--- config.mk ---
export PLATFORM = sky130hd
export DESIGN_NAME = speed_setpoint_ramp_vf
export DESIGN_NICKNAME = d
export VERILOG_FILES = /design/src/hdl/setpoint_pkg.sv /design/src/hdl/vf_if.sv /design/src/hdl/vf_calc.sv /design/src/hdl/speed_setpoint_ramp_vf.sv
export SDC_FILE = /design/constraint.sdc
export NUM_CORES = 2
export LEC_CHECK = 0
export BUFFER_PORTS_ARGS = -buffer_cell sky130_fd_sc_hd__buf_4
export CORE_MARGIN = 4
export CORE_UTILIZATION = 30
export DETAILED_ROUTE_END_ITERATION = 16
export GPL_TIMING_DRIVEN = 0
export PLACE_DENSITY_LB_ADDON = 0.2
export SLEW_MARGIN = 15
export SYNTH_ARGS = -nofsm -noshare
export SYNTH_HDL_FRONTEND = slang
export SYNTH_SLANG_ARGS = --single-unit
export TNS_END_PERCENT = 30
--- constraint.sdc ---
create_clock -name CLOCK -period 149.9 [get_ports CLOCK]
set_input_delay 7.495 -clock CLOCK [delete_from_list [all_inputs] [get_ports CLOCK]]
set_output_delay 7.495 -clock CLOCK [all_outputs]
set_load 0.03 [all_outputs]
--- src/hdl/setpoint_pkg.sv ---
`default_nettype none
package setpoint_pkg;
  // speed values are signed rpm, 16 bits
  localparam int SPD_W          = 16;
  localparam int TIME_W         = 16;   // ramp times in ms
  localparam int FREQ_W         = 16;   // output frequency in 0.01 Hz units
  localparam int VOLT_W         = 16;
  localparam int WORD_IDX_W     = 3;
  localparam int NUM_WORDS      = 8;
  // control tick period
  localparam int CLK_MHZ        = 100;
  localparam int TICK_US        = 1000;
  localparam int TICK_CYCLES    = TICK_US * CLK_MHZ;
  localparam int SEC_PER_MIN    = 60;
  localparam int FREQ_SCALE     = 100;
  // source selection codes
  localparam logic [1:0] SRC_SERIAL   = 2'h0;
  localparam logic [1:0] SRC_FIELDBUS = 2'h1;
  localparam logic [1:0] SRC_DIRECT   = 2'h2;
  // characteristic codes
  localparam logic [2:0] VF_LINEAR    = 3'h0;
  localparam logic [2:0] VF_FCC       = 3'h1;
  localparam logic [2:0] VF_SQUARE    = 3'h2;
  localparam logic [2:0] VF_USER      = 3'h3;
  typedef enum {RG_OFF, RG_RUN, RG_STOP, RG_QSTOP} ramp_state_t;
endpackage : setpoint_pkg
`default_nettype wire

--- src/hdl/vf_if.sv ---
`timescale 1ns/1ps
`default_nettype none
// carries the ramped speed into the characteristic stage
interface vf_if;
  import setpoint_pkg::*;
  logic                     tick;
  logic signed [SPD_W-1:0]  speed;
  logic [SPD_W-1:0]         max_speed;
  logic [2:0]               vf_sel;
  logic [3:0]               pole_pairs;
  logic [15:0]              rs_value;
  logic [15:0]              user_slope;
  logic [FREQ_W-1:0]        freq;
  logic [VOLT_W-1:0]        volt;
  modport ramp (output tick, speed, max_speed, vf_sel, pole_pairs, rs_value, user_slope,
                input freq, volt);
  modport calc (input tick, speed, max_speed, vf_sel, pole_pairs, rs_value, user_slope,
                output freq, volt);
endinterface : vf_if
`default_nettype wire

--- src/hdl/vf_calc.sv ---
`timescale 1ns/1ps
`default_nettype none
module vf_calc
  import setpoint_pkg::*;
(
  // clock and reset
  input  wire logic clk,
  input  wire logic rst,
  // link from ramp
  vf_if.calc        vf
);
  ////////////////////////////////////////////////////////////////////////
  logic [SPD_W-1:0]  mag;
  logic [35:0]       fprod;
  logic [FREQ_W-1:0] freq_next;
  logic [31:0]       ratio;
  logic [31:0]       ratio_c;
  logic [31:0]       sq;
  logic [VOLT_W-1:0] volt_base;
  logic [VOLT_W-1:0] volt_next;
  logic [FREQ_W-1:0] freq_reg;
  logic [VOLT_W-1:0] volt_reg;

  // f = n * pole pairs / 60, in 0.01 Hz
  assign mag       = vf.speed[SPD_W-1] ? SPD_W'(-vf.speed) : SPD_W'(vf.speed);
  assign fprod     = 36'(mag) * 36'(vf.pole_pairs) * 36'(FREQ_SCALE);     // RQ13
  assign freq_next = FREQ_W'(fprod / 36'(SEC_PER_MIN));                   // RQ13
  // voltage as fraction of full scale, ratio is speed/max in 16-bit
  assign ratio     = (vf.max_speed == '0) ? 32'h0 : ({16'h0, mag} << 16) / {16'h0, vf.max_speed};
  // clamp first so no product below can overflow if the maximum is lowered
  assign ratio_c   = (ratio > 32'hffff) ? 32'hffff : ratio;
  assign sq        = ratio_c * ratio_c;
  // square law gives less voltage at part load, so less loss
  assign volt_base = (vf.vf_sel == VF_SQUARE) ? VOLT_W'(sq >> 16) :                  // RQ14
                     (vf.vf_sel == VF_USER)   ? VOLT_W'((ratio_c * 32'(vf.user_slope)) >> 16) : // RQ15
                     VOLT_W'(ratio_c);                                              // RQ14
  // stator drop term added only for flux current compensation
  assign volt_next = (vf.vf_sel == VF_FCC) ? VOLT_W'(volt_base + vf.rs_value) : volt_base; // RQ15 RQ16

  // results update once per control tick
  always_ff @(posedge clk or posedge rst) begin
    if (rst) begin
      freq_reg <= '0;
      volt_reg <= '0;
    end else if (vf.tick) begin
      freq_reg <= freq_next;
      volt_reg <= volt_next;
    end
  end
  assign vf.freq = freq_reg;
  assign vf.volt = volt_reg;

  a_fcc_adds_rs: assert property (@(posedge clk) disable iff (rst) // RQ16
    vf.tick && vf.vf_sel == VF_FCC |=> vf.volt == $past(volt_base) + $past(vf.rs_value))
    else $error("fcc voltage lacks stator term");
endmodule : vf_calc
`default_nettype wire

--- src/hdl/speed_setpoint_ramp_vf.sv ---
`timescale 1ns/1ps
`default_nettype none
// Behaviour
// RQ1: switch-on ramps at least to minimum speed
// RQ2: minimum speed applies in both directions
// RQ3: setpoint magnitude clamped to maximum speed
// RQ4: overspeed raises fault indication
// RQ5: ramp-up time spans zero to maximum
// RQ6: ramp-down time spans maximum to standstill
// RQ7: ramp-up and ramp-down set separately
// RQ8: on/off uses normal ramp times
// RQ9: quick stop uses its own time
// RQ10: torque limit may stretch the ramp
// RQ11: rounding lengthens normal ramps
// RQ12: quick stop ramp is never rounded
// RQ13: frequency equals rpm times pole pairs over 60
// RQ14: select 0 linear, 2 square law
// RQ15: select 1 flux compensation, 3 user
// RQ16: flux mode adds stator resistance term
// RQ17: controller avoids vector control beyond limits
// RQ18: serial or fieldbus words feed the setpoint
// RQ19: per tick step bounded by max over time
module speed_setpoint_ramp_vf
  import setpoint_pkg::*;
#(
  parameter int TICK_CYC = TICK_CYCLES
)(
  // clock and reset
  input  wire logic                        CLOCK,
  input  wire logic                        SYS_RST,
  // setpoint sources
  input  wire logic [1:0]                  MAIN_SETPOINT_SOURCE,
  input  wire logic [WORD_IDX_W-1:0]       WORD_INDEX,
  input  wire logic [NUM_WORDS*SPD_W-1:0]  SERIAL_RECEIVE_WORDS,
  input  wire logic [NUM_WORDS*SPD_W-1:0]  FIELDBUS_RECEIVE_WORDS,
  input  wire logic signed [SPD_W-1:0]     DIRECT_SETPOINT,
  // limits and ramp settings
  input  wire logic [SPD_W-1:0]            MINIMUM_SPEED_SETTING,
  input  wire logic [SPD_W-1:0]            MAXIMUM_SPEED_SETTING,
  input  wire logic [TIME_W-1:0]           RAMP_UP_TIME,
  input  wire logic [TIME_W-1:0]           RAMP_DOWN_TIME,
  input  wire logic [TIME_W-1:0]           QUICK_STOP_RAMP_TIME,
  input  wire logic [TIME_W-1:0]           RAMP_ROUNDING_FIRST_SETTING,
  input  wire logic                        ROUNDING_ENABLE,
  // commands
  input  wire logic                        RUN_COMMAND,
  input  wire logic                        NORMAL_STOP_COMMAND,
  input  wire logic                        QUICK_STOP_COMMAND,
  input  wire logic                        TORQUE_LIMIT,
  // motor data
  input  wire logic signed [SPD_W-1:0]     ACTUAL_SPEED,
  input  wire logic [3:0]                  POLE_PAIRS,
  input  wire logic [2:0]                  VF_CHARACTERISTIC_SELECT,
  input  wire logic [15:0]                 STATOR_RESISTANCE_VALUE,
  input  wire logic [15:0]                 USER_VF_SLOPE,
  // results
  output logic signed [SPD_W-1:0]          RAMP_SPEED,
  output logic [FREQ_W-1:0]                OUTPUT_FREQUENCY,
  output logic [FREQ_W-1:0]                MAX_FREQUENCY,
  output logic [VOLT_W-1:0]                OUTPUT_VOLTAGE,
  output logic                             OVERSPEED_FAULT,
  output logic                             MOTOR_RUNNING
);
  ////////////////////////////////////////////////////////////////////////
  // helpers
  function automatic logic [SPD_W-1:0] absval(input logic signed [SPD_W-1:0] v);
    absval = v[SPD_W-1] ? SPD_W'(-v) : SPD_W'(v);
  endfunction : absval

  // step per tick: max speed * tick time / ramp time (ms)
  function automatic logic [SPD_W-1:0] step_of(input logic [SPD_W-1:0] mx,
                                                input logic [TIME_W-1:0] t_ms);
    logic [31:0] q;
    q = 32'h0;
    if (t_ms == '0) q = 32'(mx);
    else q = (32'(mx) * 32'(TICK_US / 1000)) / 32'(t_ms);
    step_of = (q == 32'h0) ? SPD_W'(1) : (q > 32'(mx) ? mx : SPD_W'(q));
  endfunction : step_of

  ////////////////////////////////////////////////////////////////////////
  // input synchronisers for pin-level commands
  logic [1:0] run_s, nstop_s, qstop_s, tq_s;
  always_ff @(posedge CLOCK or posedge SYS_RST) begin
    if (SYS_RST) begin
      run_s   <= 2'h0;
      nstop_s <= 2'h0;
      qstop_s <= 2'h0;
      tq_s    <= 2'h0;
    end else begin
      run_s   <= {run_s[0], RUN_COMMAND};
      nstop_s <= {nstop_s[0], NORMAL_STOP_COMMAND};
      qstop_s <= {qstop_s[0], QUICK_STOP_COMMAND};
      tq_s    <= {tq_s[0], TORQUE_LIMIT};
    end
  end
  wire run_c   = run_s[1];
  wire nstop_c = nstop_s[1];
  wire qstop_c = qstop_s[1];
  wire tq_c    = tq_s[1];

  // measured speed arrives from the drive side; a word torn during a change
  // lasts one cycle only, and the fault it feeds is a plain level
  logic signed [SPD_W-1:0] act_meta_reg;
  logic signed [SPD_W-1:0] act_spd_reg;
  always_ff @(posedge CLOCK or posedge SYS_RST) begin
    if (SYS_RST) begin
      act_meta_reg <= '0;
      act_spd_reg  <= '0;
    end else begin
      act_meta_reg <= ACTUAL_SPEED;
      act_spd_reg  <= act_meta_reg;
    end
  end

  ////////////////////////////////////////////////////////////////////////
  // control tick divider
  logic [31:0] tick_cnt_reg;
  logic        tick_reg;
  always_ff @(posedge CLOCK or posedge SYS_RST) begin
    if (SYS_RST) begin
      tick_cnt_reg <= 32'h0;
      tick_reg     <= 1'b0;
    end else begin
      tick_reg     <= (tick_cnt_reg == 32'(TICK_CYC - 1));
      tick_cnt_reg <= (tick_cnt_reg == 32'(TICK_CYC - 1)) ? 32'h0 : tick_cnt_reg + 32'h1;
    end
  end

  ////////////////////////////////////////////////////////////////////////
  // source selection and limiting
  wire signed [SPD_W-1:0] serial_w = SERIAL_RECEIVE_WORDS[WORD_INDEX*SPD_W +: SPD_W];   // RQ18
  wire signed [SPD_W-1:0] fbus_w   = FIELDBUS_RECEIVE_WORDS[WORD_INDEX*SPD_W +: SPD_W]; // RQ18
  wire signed [SPD_W-1:0] src_w    = (MAIN_SETPOINT_SOURCE == SRC_SERIAL)   ? serial_w : // RQ18
                                     (MAIN_SETPOINT_SOURCE == SRC_FIELDBUS) ? fbus_w   :
                                     DIRECT_SETPOINT;
  wire              src_neg  = src_w[SPD_W-1];
  wire [SPD_W-1:0]  src_mag  = absval(src_w);
  // min first then max, so max wins if settings cross
  wire [SPD_W-1:0]  mag_lo   = (src_mag < MINIMUM_SPEED_SETTING) ? MINIMUM_SPEED_SETTING
                                                                 : src_mag; // RQ1 RQ2
  wire [SPD_W-1:0]  mag_lim  = (mag_lo > MAXIMUM_SPEED_SETTING) ? MAXIMUM_SPEED_SETTING
                                                                : mag_lo;   // RQ3
  wire signed [SPD_W-1:0] lim_sp = src_neg ? SPD_W'(-mag_lim) : SPD_W'(mag_lim); // RQ2

  ////////////////////////////////////////////////////////////////////////
  // ramp state machine; a run request is refused while either stop is high,
  // and quick stop holds until standstill, so a stop cannot be lost to a
  // run request that arrives on the same tick
  ramp_state_t state_reg, state_next;
  always_comb begin
    state_next = state_reg;
    case (state_reg)
      RG_OFF:   if (run_c && !nstop_c && !qstop_c) state_next = RG_RUN;
      RG_RUN:   if (qstop_c) state_next = RG_QSTOP;
                else if (nstop_c || !run_c) state_next = RG_STOP;
      RG_STOP:  if (qstop_c) state_next = RG_QSTOP;
                else if (run_c && !nstop_c) state_next = RG_RUN;
                else if (RAMP_SPEED == '0) state_next = RG_OFF;
      RG_QSTOP: if (RAMP_SPEED == '0) state_next = RG_OFF;
      default:  state_next = RG_OFF;
    endcase
  end

  // target and ramp time selection
  wire signed [SPD_W-1:0] target = (state_reg == RG_RUN) ? lim_sp : '0;       // RQ8
  wire [SPD_W-1:0] cur_mag = absval(RAMP_SPEED);
  wire [SPD_W-1:0] tgt_mag = absval(target);
  // rising magnitude in same direction means accelerating
  wire accel   = (tgt_mag > cur_mag) && (RAMP_SPEED == '0 || target[SPD_W-1] == RAMP_SPEED[SPD_W-1]);
  wire round_on = ROUNDING_ENABLE && state_reg != RG_QSTOP;                   // RQ12
  wire [TIME_W-1:0] base_t = (state_reg == RG_QSTOP) ? QUICK_STOP_RAMP_TIME : // RQ9 RQ12
                             accel ? RAMP_UP_TIME : RAMP_DOWN_TIME;           // RQ5 RQ6 RQ7
  // rounding simply stretches the ramp by the rounding time
  wire [16:0] sum_t = {1'b0, base_t} + (round_on ? {1'b0, RAMP_ROUNDING_FIRST_SETTING} : 17'h0); // RQ11
  wire [TIME_W-1:0] act_t = sum_t[16] ? {TIME_W{1'b1}} : sum_t[TIME_W-1:0];
  wire [SPD_W-1:0] step = step_of(MAXIMUM_SPEED_SETTING, act_t);             // RQ19
  wire signed [SPD_W:0] diff = {target[SPD_W-1], target} - {RAMP_SPEED[SPD_W-1], RAMP_SPEED};
  wire signed [SPD_W:0] stp  = {1'b0, step};
  // torque limit freezes the ramp, so real ramp time exceeds the setting
  wire signed [SPD_W-1:0] ramp_next =
      tq_c            ? RAMP_SPEED :                                          // RQ10
      (diff > stp)    ? SPD_W'(RAMP_SPEED + step) :                           // RQ19
      (diff < -stp)   ? SPD_W'(RAMP_SPEED - step) : target;                   // RQ19

  always_ff @(posedge CLOCK or posedge SYS_RST) begin
    if (SYS_RST) begin
      state_reg  <= RG_OFF;
      RAMP_SPEED <= '0;
    end else if (tick_reg) begin
      state_reg  <= state_next;
      RAMP_SPEED <= ramp_next;
    end
  end

  ////////////////////////////////////////////////////////////////////////
  // overspeed and status flags
  wire over = absval(act_spd_reg) > MAXIMUM_SPEED_SETTING;                    // RQ4
  logic [35:0] fmax_prod;
  assign fmax_prod = 36'(MAXIMUM_SPEED_SETTING) * 36'(POLE_PAIRS) * 36'(FREQ_SCALE); // RQ13
  always_ff @(posedge CLOCK or posedge SYS_RST) begin
    if (SYS_RST) begin
      OVERSPEED_FAULT <= 1'b0;
      MOTOR_RUNNING   <= 1'b0;
      MAX_FREQUENCY   <= '0;
    end else begin
      OVERSPEED_FAULT <= over;                                                // RQ4
      MOTOR_RUNNING   <= (state_reg != RG_OFF);
      MAX_FREQUENCY   <= FREQ_W'(fmax_prod / 36'(SEC_PER_MIN));               // RQ13
    end
  end

  ////////////////////////////////////////////////////////////////////////
  // characteristic stage
  vf_if vfl ();
  assign vfl.tick       = tick_reg;
  assign vfl.speed      = RAMP_SPEED;
  assign vfl.max_speed  = MAXIMUM_SPEED_SETTING;
  assign vfl.vf_sel     = VF_CHARACTERISTIC_SELECT;
  assign vfl.pole_pairs = POLE_PAIRS;
  assign vfl.rs_value   = STATOR_RESISTANCE_VALUE;
  assign vfl.user_slope = USER_VF_SLOPE;
  vf_calc u_calc (
    .clk (CLOCK),
    .rst (SYS_RST),
    .vf  (vfl.calc)
  );
  always_ff @(posedge CLOCK or posedge SYS_RST) begin
    if (SYS_RST) begin
      OUTPUT_FREQUENCY <= '0;
      OUTPUT_VOLTAGE   <= '0;
    end else begin
      OUTPUT_FREQUENCY <= vfl.freq;
      OUTPUT_VOLTAGE   <= vfl.volt;
    end
  end

  ////////////////////////////////////////////////////////////////////////
  // checks
  // limits and fault flag
  a_max_clamp: assert property (@(posedge CLOCK) disable iff (SYS_RST) // RQ3
    absval(RAMP_SPEED) <= MAXIMUM_SPEED_SETTING || !$stable(MAXIMUM_SPEED_SETTING))
    else $error("ramp speed above maximum");
  a_min_speed: assert property (@(posedge CLOCK) disable iff (SYS_RST) // RQ1
    state_reg == RG_RUN && MINIMUM_SPEED_SETTING <= MAXIMUM_SPEED_SETTING
    |-> absval(lim_sp) >= MINIMUM_SPEED_SETTING)
    else $error("setpoint below minimum");
  a_min_reverse: assert property (@(posedge CLOCK) disable iff (SYS_RST) // RQ2
    state_reg == RG_RUN && src_neg && MINIMUM_SPEED_SETTING != '0 &&
    MINIMUM_SPEED_SETTING <= MAXIMUM_SPEED_SETTING
    |-> target[SPD_W-1] && absval(target) >= MINIMUM_SPEED_SETTING)
    else $error("reverse setpoint below minimum");
  a_overspeed_flag: assert property (@(posedge CLOCK) disable iff (SYS_RST) // RQ4
    over |=> OVERSPEED_FAULT)
    else $error("overspeed not flagged");
  a_overspeed_clear: assert property (@(posedge CLOCK) disable iff (SYS_RST) // RQ4
    !over |=> !OVERSPEED_FAULT)
    else $error("overspeed flagged without cause");

  // ramp rate and torque limit
  a_step_bound: assert property (@(posedge CLOCK) disable iff (SYS_RST) // RQ19
    tick_reg && !tq_c |=> absval(SPD_W'(RAMP_SPEED - $past(RAMP_SPEED))) <= $past(step))
    else $error("ramp step too large");
  a_torque_hold: assert property (@(posedge CLOCK) disable iff (SYS_RST) // RQ10
    tick_reg && tq_c |=> $stable(RAMP_SPEED))
    else $error("ramp moved under torque limit");

  // stop paths and ramp time choice
  a_qstop_wins: assert property (@(posedge CLOCK) disable iff (SYS_RST) // RQ9
    tick_reg && qstop_c && (state_reg == RG_RUN || state_reg == RG_STOP)
    |=> state_reg == RG_QSTOP)
    else $error("quick stop not taken");
  a_qstop_time: assert property (@(posedge CLOCK) disable iff (SYS_RST) // RQ9
    state_reg == RG_QSTOP |-> act_t == QUICK_STOP_RAMP_TIME)
    else $error("quick stop ramp time wrong");
  a_qstop_unround: assert property (@(posedge CLOCK) disable iff (SYS_RST) // RQ12
    state_reg == RG_QSTOP && ROUNDING_ENABLE |-> act_t == QUICK_STOP_RAMP_TIME)
    else $error("quick stop ramp was rounded");
  a_up_time: assert property (@(posedge CLOCK) disable iff (SYS_RST) // RQ5
    state_reg == RG_RUN && accel && !ROUNDING_ENABLE |-> act_t == RAMP_UP_TIME)
    else $error("ramp up time not used");
  a_down_time: assert property (@(posedge CLOCK) disable iff (SYS_RST) // RQ6
    state_reg == RG_STOP && !ROUNDING_ENABLE |-> act_t == RAMP_DOWN_TIME)
    else $error("ramp down time not used");
  a_round_stretch: assert property (@(posedge CLOCK) disable iff (SYS_RST) // RQ11
    state_reg == RG_RUN && accel && ROUNDING_ENABLE &&
    17'(RAMP_UP_TIME) + 17'(RAMP_ROUNDING_FIRST_SETTING) < 17'h10000
    |-> act_t == TIME_W'(RAMP_UP_TIME + RAMP_ROUNDING_FIRST_SETTING))
    else $error("rounding did not stretch ramp");
  a_refuse_run: assert property (@(posedge CLOCK) disable iff (SYS_RST) // RQ8
    tick_reg && state_reg == RG_OFF && (nstop_c || qstop_c) |=> state_reg == RG_OFF)
    else $error("run taken while stop high");

  // frequency scaling
  a_fmax_calc: assert property (@(posedge CLOCK) disable iff (SYS_RST) // RQ13
    $stable(MAXIMUM_SPEED_SETTING) && $stable(POLE_PAIRS) |=> MAX_FREQUENCY ==
    FREQ_W'(fmax_prod / 36'(SEC_PER_MIN)))
    else $error("max frequency wrong");

  // main scenarios reached
  c_run: cover property (@(posedge CLOCK) state_reg == RG_OFF ##1 state_reg == RG_RUN);
  c_qstop: cover property (@(posedge CLOCK) state_reg == RG_QSTOP);
  c_over: cover property (@(posedge CLOCK) OVERSPEED_FAULT);
  c_round: cover property (@(posedge CLOCK) state_reg == RG_RUN && accel && ROUNDING_ENABLE);
  c_torque: cover property (@(posedge CLOCK) tick_reg && tq_c && state_reg == RG_RUN);
endmodule : speed_setpoint_ramp_vf
`default_nettype wire

# After elaboration in Yosys (flattened, before gate mapping)
# Index checks and enable logic that the tools add are counted.
dict set report word_totals {
  in_bits 435
  elab_cells 114
  reg_bits 203
  output_inout_bits 66
}
dict set report classes {
  n_reduce_logical 18
  multipliers 6
  bitwise 1
  eq_ne 14
  div 4
  n_addsub 12
  n_mux 32
  shifts 2
  n_lt_le_gt_ge 8
}
# op count
set ops {}
lappend ops {{$mux 16} 21}
lappend ops {{$mux 32} 10}
lappend ops {{$shiftx 128x8->16} 2}
lappend ops {{$pmux 32 s4} 1}
lappend ops {{$eq 32x2->1 const B} 3}
lappend ops {{$neg 16->16} 5}
lappend ops {{$div 27x6->36 const B} 2}
lappend ops {{$logic_not 32->1} 2}
lappend ops {{$mul 20x5->25 const B} 2}
lappend ops {{$gt 16x16->1} 3}
lappend ops {{$logic_not 16->1} 3}
lappend ops {{$mul 16x4->20} 2}
lappend ops {{$add 16x16->16} 2}
lappend ops {{$add 32x1->32 const B} 1}
lappend ops {{$div 16x16->32} 1}
lappend ops {{$div 32x16->32} 1}
lappend ops {{$eq 32x1->1 const B} 1}
lappend ops {{$eq 32x17->1 const B} 1}
lappend ops {{$eq 32x3->1 const B} 1}
lappend ops {{$gt 32x16->1} 1}
lappend ops {{$gt 32x16->1 const B} 1}
lappend ops {{$mul 32x16->32} 1}
lappend ops {{$mul 32x32->32} 1}
lappend ops {{$ne 32x3->1 const B} 1}
lappend ops {{21 further kinds} 28}

# Logic depth before layout (Yosys ltp)
dict set report depth {
  word_depth 29
  mapped_depth 741
  depth_no_buf 699
}

# Hierarchy
# From an unflattened synthesis, not the netlist that was laid out.
dict set report unflattened {
  cells_unflattened 14551
  area_unflattened_um2 110750.0
}
# mod n_inst area_each_um2 cells_per_inst seq_area_each_um2
set by_module_without_submodules {}
lappend by_module_without_submodules {vf_calc 1 61691.7 7976 800.8}
lappend by_module_without_submodules {speed_setpoint_ramp_vf 1 49058.3 6575 4279.1}

# Worst setup path after synthesis
# No wires, ideal clock.
dict set report synth_timing {
  path_kind {in2reg}
  startpoint {input port WORD_INDEX[0]}
  endpoint {register RAMP_SPEED[2]}
  setup_ns 0.133
  cell_stages 723
  arrival_ns 140.642
  path_buffers 58
  path_slack_ns 9.125
  t_required_ns 149.767
  path_cell_list {clkbuf_1 clkbuf_1 clkbuf_1 clkbuf_1 buf_1 clkbuf_1 mux4_2 mux2i_1 nor3_1 a221o_1 or2_2 nor3_1 nor2_1 xor2_1 ha_1 nand4_1 o31ai_1 clkbuf_1 [... 687 more ...] nand2b_1 a21oi_1 nor2b_1 o21ai_0 nand2b_1 a21oi_1 nor2b_1 o21ai_0 nand2b_1 a21oi_1 nor2b_1 o21ai_0 nand3_1 o21ai_0 clkbuf_1 nor2_1 a221oi_1 a21oi_1}
}
dict set report synth_between {
  elab_chain_cells 29
  word_cells_on_any_way 38
  cone_classes {8 x add/sub; 1 x div; 6 x order compare; 1 x eq/ne; 2 x shift; 16 x mux; 4 x reduce/logical}
}
# element line
set synth_lines {}
lappend synth_lines {{start: declaration} speed_setpoint_ramp_vf.sv:33} ;# input wire logic [WORD_IDX_W-1:0] WORD_INDEX,
lappend synth_lines {{$shiftx 128x8->16} speed_setpoint_ramp_vf.sv:132} ;# wire signed [SPD_W-1:0] fbus_w = FIELDBUS_RECEIVE_WORDS[WORD_INDEX*SPD_W +: SPD_W];
lappend synth_lines {{$mux 16} speed_setpoint_ramp_vf.sv:134} ;# (MAIN_SETPOINT_SOURCE == SRC_FIELDBUS) ? fbus_w :
lappend synth_lines {{$mux 16 *} speed_setpoint_ramp_vf.sv:133} ;# wire signed [SPD_W-1:0] src_w = (MAIN_SETPOINT_SOURCE == SRC_SERIAL) ? serial_w :
lappend synth_lines {{$neg 16->16} speed_setpoint_ramp_vf.sv:67} ;# absval = v[SPD_W-1] ? SPD_W'(-v) : SPD_W'(v);
lappend synth_lines {{$mux 16} speed_setpoint_ramp_vf.sv:67}
lappend synth_lines {{$lt 16x16->1} speed_setpoint_ramp_vf.sv:139} ;# wire [SPD_W-1:0] mag_lo = (src_mag < MINIMUM_SPEED_SETTING) ? MINIMUM_SPEED_SETTING
lappend synth_lines {{$mux 16} speed_setpoint_ramp_vf.sv:139}
lappend synth_lines {{$gt 16x16->1} speed_setpoint_ramp_vf.sv:141} ;# wire [SPD_W-1:0] mag_lim = (mag_lo > MAXIMUM_SPEED_SETTING) ? MAXIMUM_SPEED_SETTING
lappend synth_lines {{[... 12 more ...]} n/a}
lappend synth_lines {{$div 16x16->32 / $logic_not 16->1 (equally long branches)} {speed_setpoint_ramp_vf.sv:76, speed_setpoint_ramp_vf.sv:75}}
lappend synth_lines {{$mux 32} speed_setpoint_ramp_vf.sv:75} ;# if (t_ms == '0) q = 32'(mx);
lappend synth_lines {{$gt 32x16->1} speed_setpoint_ramp_vf.sv:77} ;# step_of = (q == 32'h0) ? SPD_W'(1) : (q > 32'(mx) ? mx : SPD_W'(q));
lappend synth_lines {{$mux 16 (2 in a row)} speed_setpoint_ramp_vf.sv:77}
lappend synth_lines {{$neg 16->17} speed_setpoint_ramp_vf.sv:183} ;# (diff < -stp) ? SPD_W'(RAMP_SPEED - step) : target;
lappend synth_lines {{$lt 17x17->1} speed_setpoint_ramp_vf.sv:183}
lappend synth_lines {{$mux 16} speed_setpoint_ramp_vf.sv:183}
lappend synth_lines {{$mux 16 *} speed_setpoint_ramp_vf.sv:182} ;# (diff > stp) ? SPD_W'(RAMP_SPEED + step) :
lappend synth_lines {{end signal: assignment} speed_setpoint_ramp_vf.sv:191} ;# RAMP_SPEED <= ramp_next;
lappend synth_lines {{end: declaration} speed_setpoint_ramp_vf.sv:57} ;# output logic signed [SPD_W-1:0] RAMP_SPEED,
# Every way passes the cells marked *; elsewhere a longest branch is shown, timed or not.
# A chain may end at the register's enable or synchronous reset.

==> reports/metrics.yaml <==
detailed_routing:
  ant_nets: 0
  first_pass_iters: 8
  wl_um: 402000
  drcViolationCount: 0
  detail_route.vias_per_cell: 5.44
  drt-wirelength-per-cell_um: 19.7
  vias: 111000
  drtIter0Drc: 7530
worst_setup_path:
  cp.arrival_ns: 141.34
  cp_max_fo: 12
  r2r-start: "RAMP_SPEED[6]"
  cp_data_required_time_ns: 150.43
  path_common_cell: "o21a_1"
  cp-start-kind: "input port"
  critPathSlowestCell: "or4_1"
  startpoint: "WORD_INDEX[2]"
  critPathCaptureType: "register"
  cpPeakStageDelay_ns: 0.58
  critPathKind: "input port to register"
finish:
  instances_no_fill: 20400
  synthToLayoutAreaGrowth_pct: 13.5
  fin_nets: 18000
  num-fill-cells: 39200
  layout-drive-gt1-share_pct: 10.2
  seq_area_mm2: 0.00508
  multi_input_area_mm2: 0.101
  stdcell_area_mm2: 0.125
floorplan:
  die_width_um: 613
  start_util_pct: 30.1
  die-area_mm2: 0.376
  die_h_um: 613
  rows: 222
  ioPinCount: 501
  core_mm2: 0.365
timing:
  clock_skew_ns: 0.0454
  finalCritPeriodShare_pct: 93.9
  maxSlewHeadroom_pct: 16.6
  final_hold_viol_count: 0
  tightest_slew_ns: 1.24
  fmax_mhz: 7.10
  fin_crit_ns: 140.81
  fin_tns_setup_ns: 0
  setup_viol: 0
  slew_violations: 0
worst_hold_path:
  min_path_type: "register to register"
  hp-start: "act_meta_reg[10]"
placement:
  placed_cells: 20200
  dp_hpwl_um: 338000
  gp_congestion: 0.925
  dpl_cell_area_mm2: 0.122
  numPortBuffers: 486
clock_network:
  cts_hold_buf: 0
  cts_tree: "built"
  htree_levels: 1
  clk_latency_ns: 0.70
  clkSinkCount: 203
  clkTransAtPathRegs_ns: 0.06
  clockRootBuffer: "clkbuf_16"
  clk_path_buf_depth: 3
  cts_buffers: 30
logic_synthesis:
  synth-xor-area-share_pct: 5.97
  synth-seq-cells: 203
  ys_async_sr_fraction_pct: 100
  synth_compound_area_share_pct: 25.7
  synth_top_family_by_area: "adder cells"
  netlist_instances: 14500
  synth_flop_cell: "dfrtp_1"
  synth-simple-area-share_pct: 23.7
  synth_area_mm2: 0.110
  synth-adder-area-share_pct: 29.1
  synth_edf_count: 0
  muxShareOfSynthArea_pct: 5.11
  synth.distinct_cells: 155
  ys_seq_area_share_pct: 4.62
  synth_warnings: 0
  syn-mean-instance-area_um2: 7.57
grt:
  antenna_found_initial: 23
  grt_pass1_vias: 107000
  gr-total-overflow: 0
  grt_max_degree: 87
  grt_pass1_wl_um: 623000
  grt_use_total_pct: 20.6
run:
  drv_cap: 0
run_status:
  outcome: "finished, final reports clean"
what timing repair did:
item,in CTS,in global routing
pin swaps,8,28
setup endpoints to repair,16,32
resized for setup,154,274
buffers inserted,18,58
critical path, delay by kind of cell:
kind | cells | cell delay, ns
xor+xnor | 4 | 0.74
simple gates | 242 | 38.45
fa+ha+maj | 49 | 14.42
compound gates | 572 | 106.82
buf+inv | 84 | 16.30
mux | 14 | 3.52
cells in the final DEF, fill, tap and decap left out, drive strengths merged, types with 272 or more instances in the layout:
cell type / Yosys / layout
ha: 1334 / 1334
o21ai: 704 / 704
a21oi: 796 / 796
o21a: 582 / 582
o31ai: 359 / 359
nand2: 1358 / 1358
nor2: 1210 / 1210
clkbuf: 412 / 415
xnor2: 503 / 503
conb: 2 / 340
buf: 79 / 706
nand3: 331 / 331
inv: 1195 / 1202
a21o: 321 / 321
and2: 272 / 272
fa: 761 / 761
nor3: 780 / 780
cell usage after synthesis (266+ instances only):
library cell,count,share of area (%)
o31ai_1,358,2.4
a21oi_1,787,3.6
a21o_1,320,2.2
nor3_1,771,3.5
and2_1,266,1.5
xnor2_1,502,4.0
clkbuf_1,411,1.4
o21a_1,579,4.0
fa_1,761,14
nand3_1,328,1.5
o21ai_0,618,2.8
inv_1,1187,4.1
ha_1,1334,15
nor2_1,1201,4.1
nand2_1,1358,4.6
area by class of cell:
| type | count | area share, % |
|---|---|---|
| tap | 4816 | 4.83 |
| antenna | 19 | 0.0381 |
| clock buffer | 36 | 0.644 |
| inverter | 1205 | 3.64 |
| multi-input combinational | 13000 | 80.7 |
| timing repair buffer | 605 | 4.07 |
| buffer | 481 | 1.76 |
| sequential | 203 | 4.07 |
| clock inverter | 20 | 0.222 |
path summary, 6_finish.rpt:
check | slack [ns] | depth (start not counted) | end
worst min register to register | 0.35 | 0 | act_spd_reg[10]
worst max-delay path | 9.09 | 965 | RAMP_SPEED[9]
max in group asynchronous | 142.10 | 3 | MAX_FREQUENCY[0]
worst min-delay path | 0.35 | 0 | act_spd_reg[10]
worst max register to register | 17.49 | 575 | u_calc.vf.volt[15]
min in group asynchronous | 6.84 | 2 | tq_s[1]
cell families after synthesis:
family                   Yosys count
AND/OR/NAND/NOR                 5284
other                              2
XOR/XNOR                         745
AO/OA/AOI/OAI                   4056
buffers and inverters           1696
flip-flops                       203
adder cells (fa/ha/maj)         2097
multiplexers                     450
through the flow:
stage	util, %	setup slack [ns]	hold slack (ns)
floorplan	-	9.13	0.331
global placement	33.1	-24.16	0.332
detailed placement	33.4	-18.53	0.335
CTS	33.8	0.0541	0.346
global route	34.2	-0.509	0.352
finish	34.2	9.09	0.347
layer usage:
metal | vias up | GRT usage, % | wire length [um]
li1 | 54600 | - | -
met1 | 53100 | 28.1 | 185000
met2 | 2716 | 35.1 | 187000
met3 | 344 | 2.00 | 19100
met4 | 0 | 4.74 | 10700
met5 | - | 0 | 0
Power is left out: the tool's default activity adds up to more than one toggle a clock period on the data nets, which glitch-free logic cannot reach.
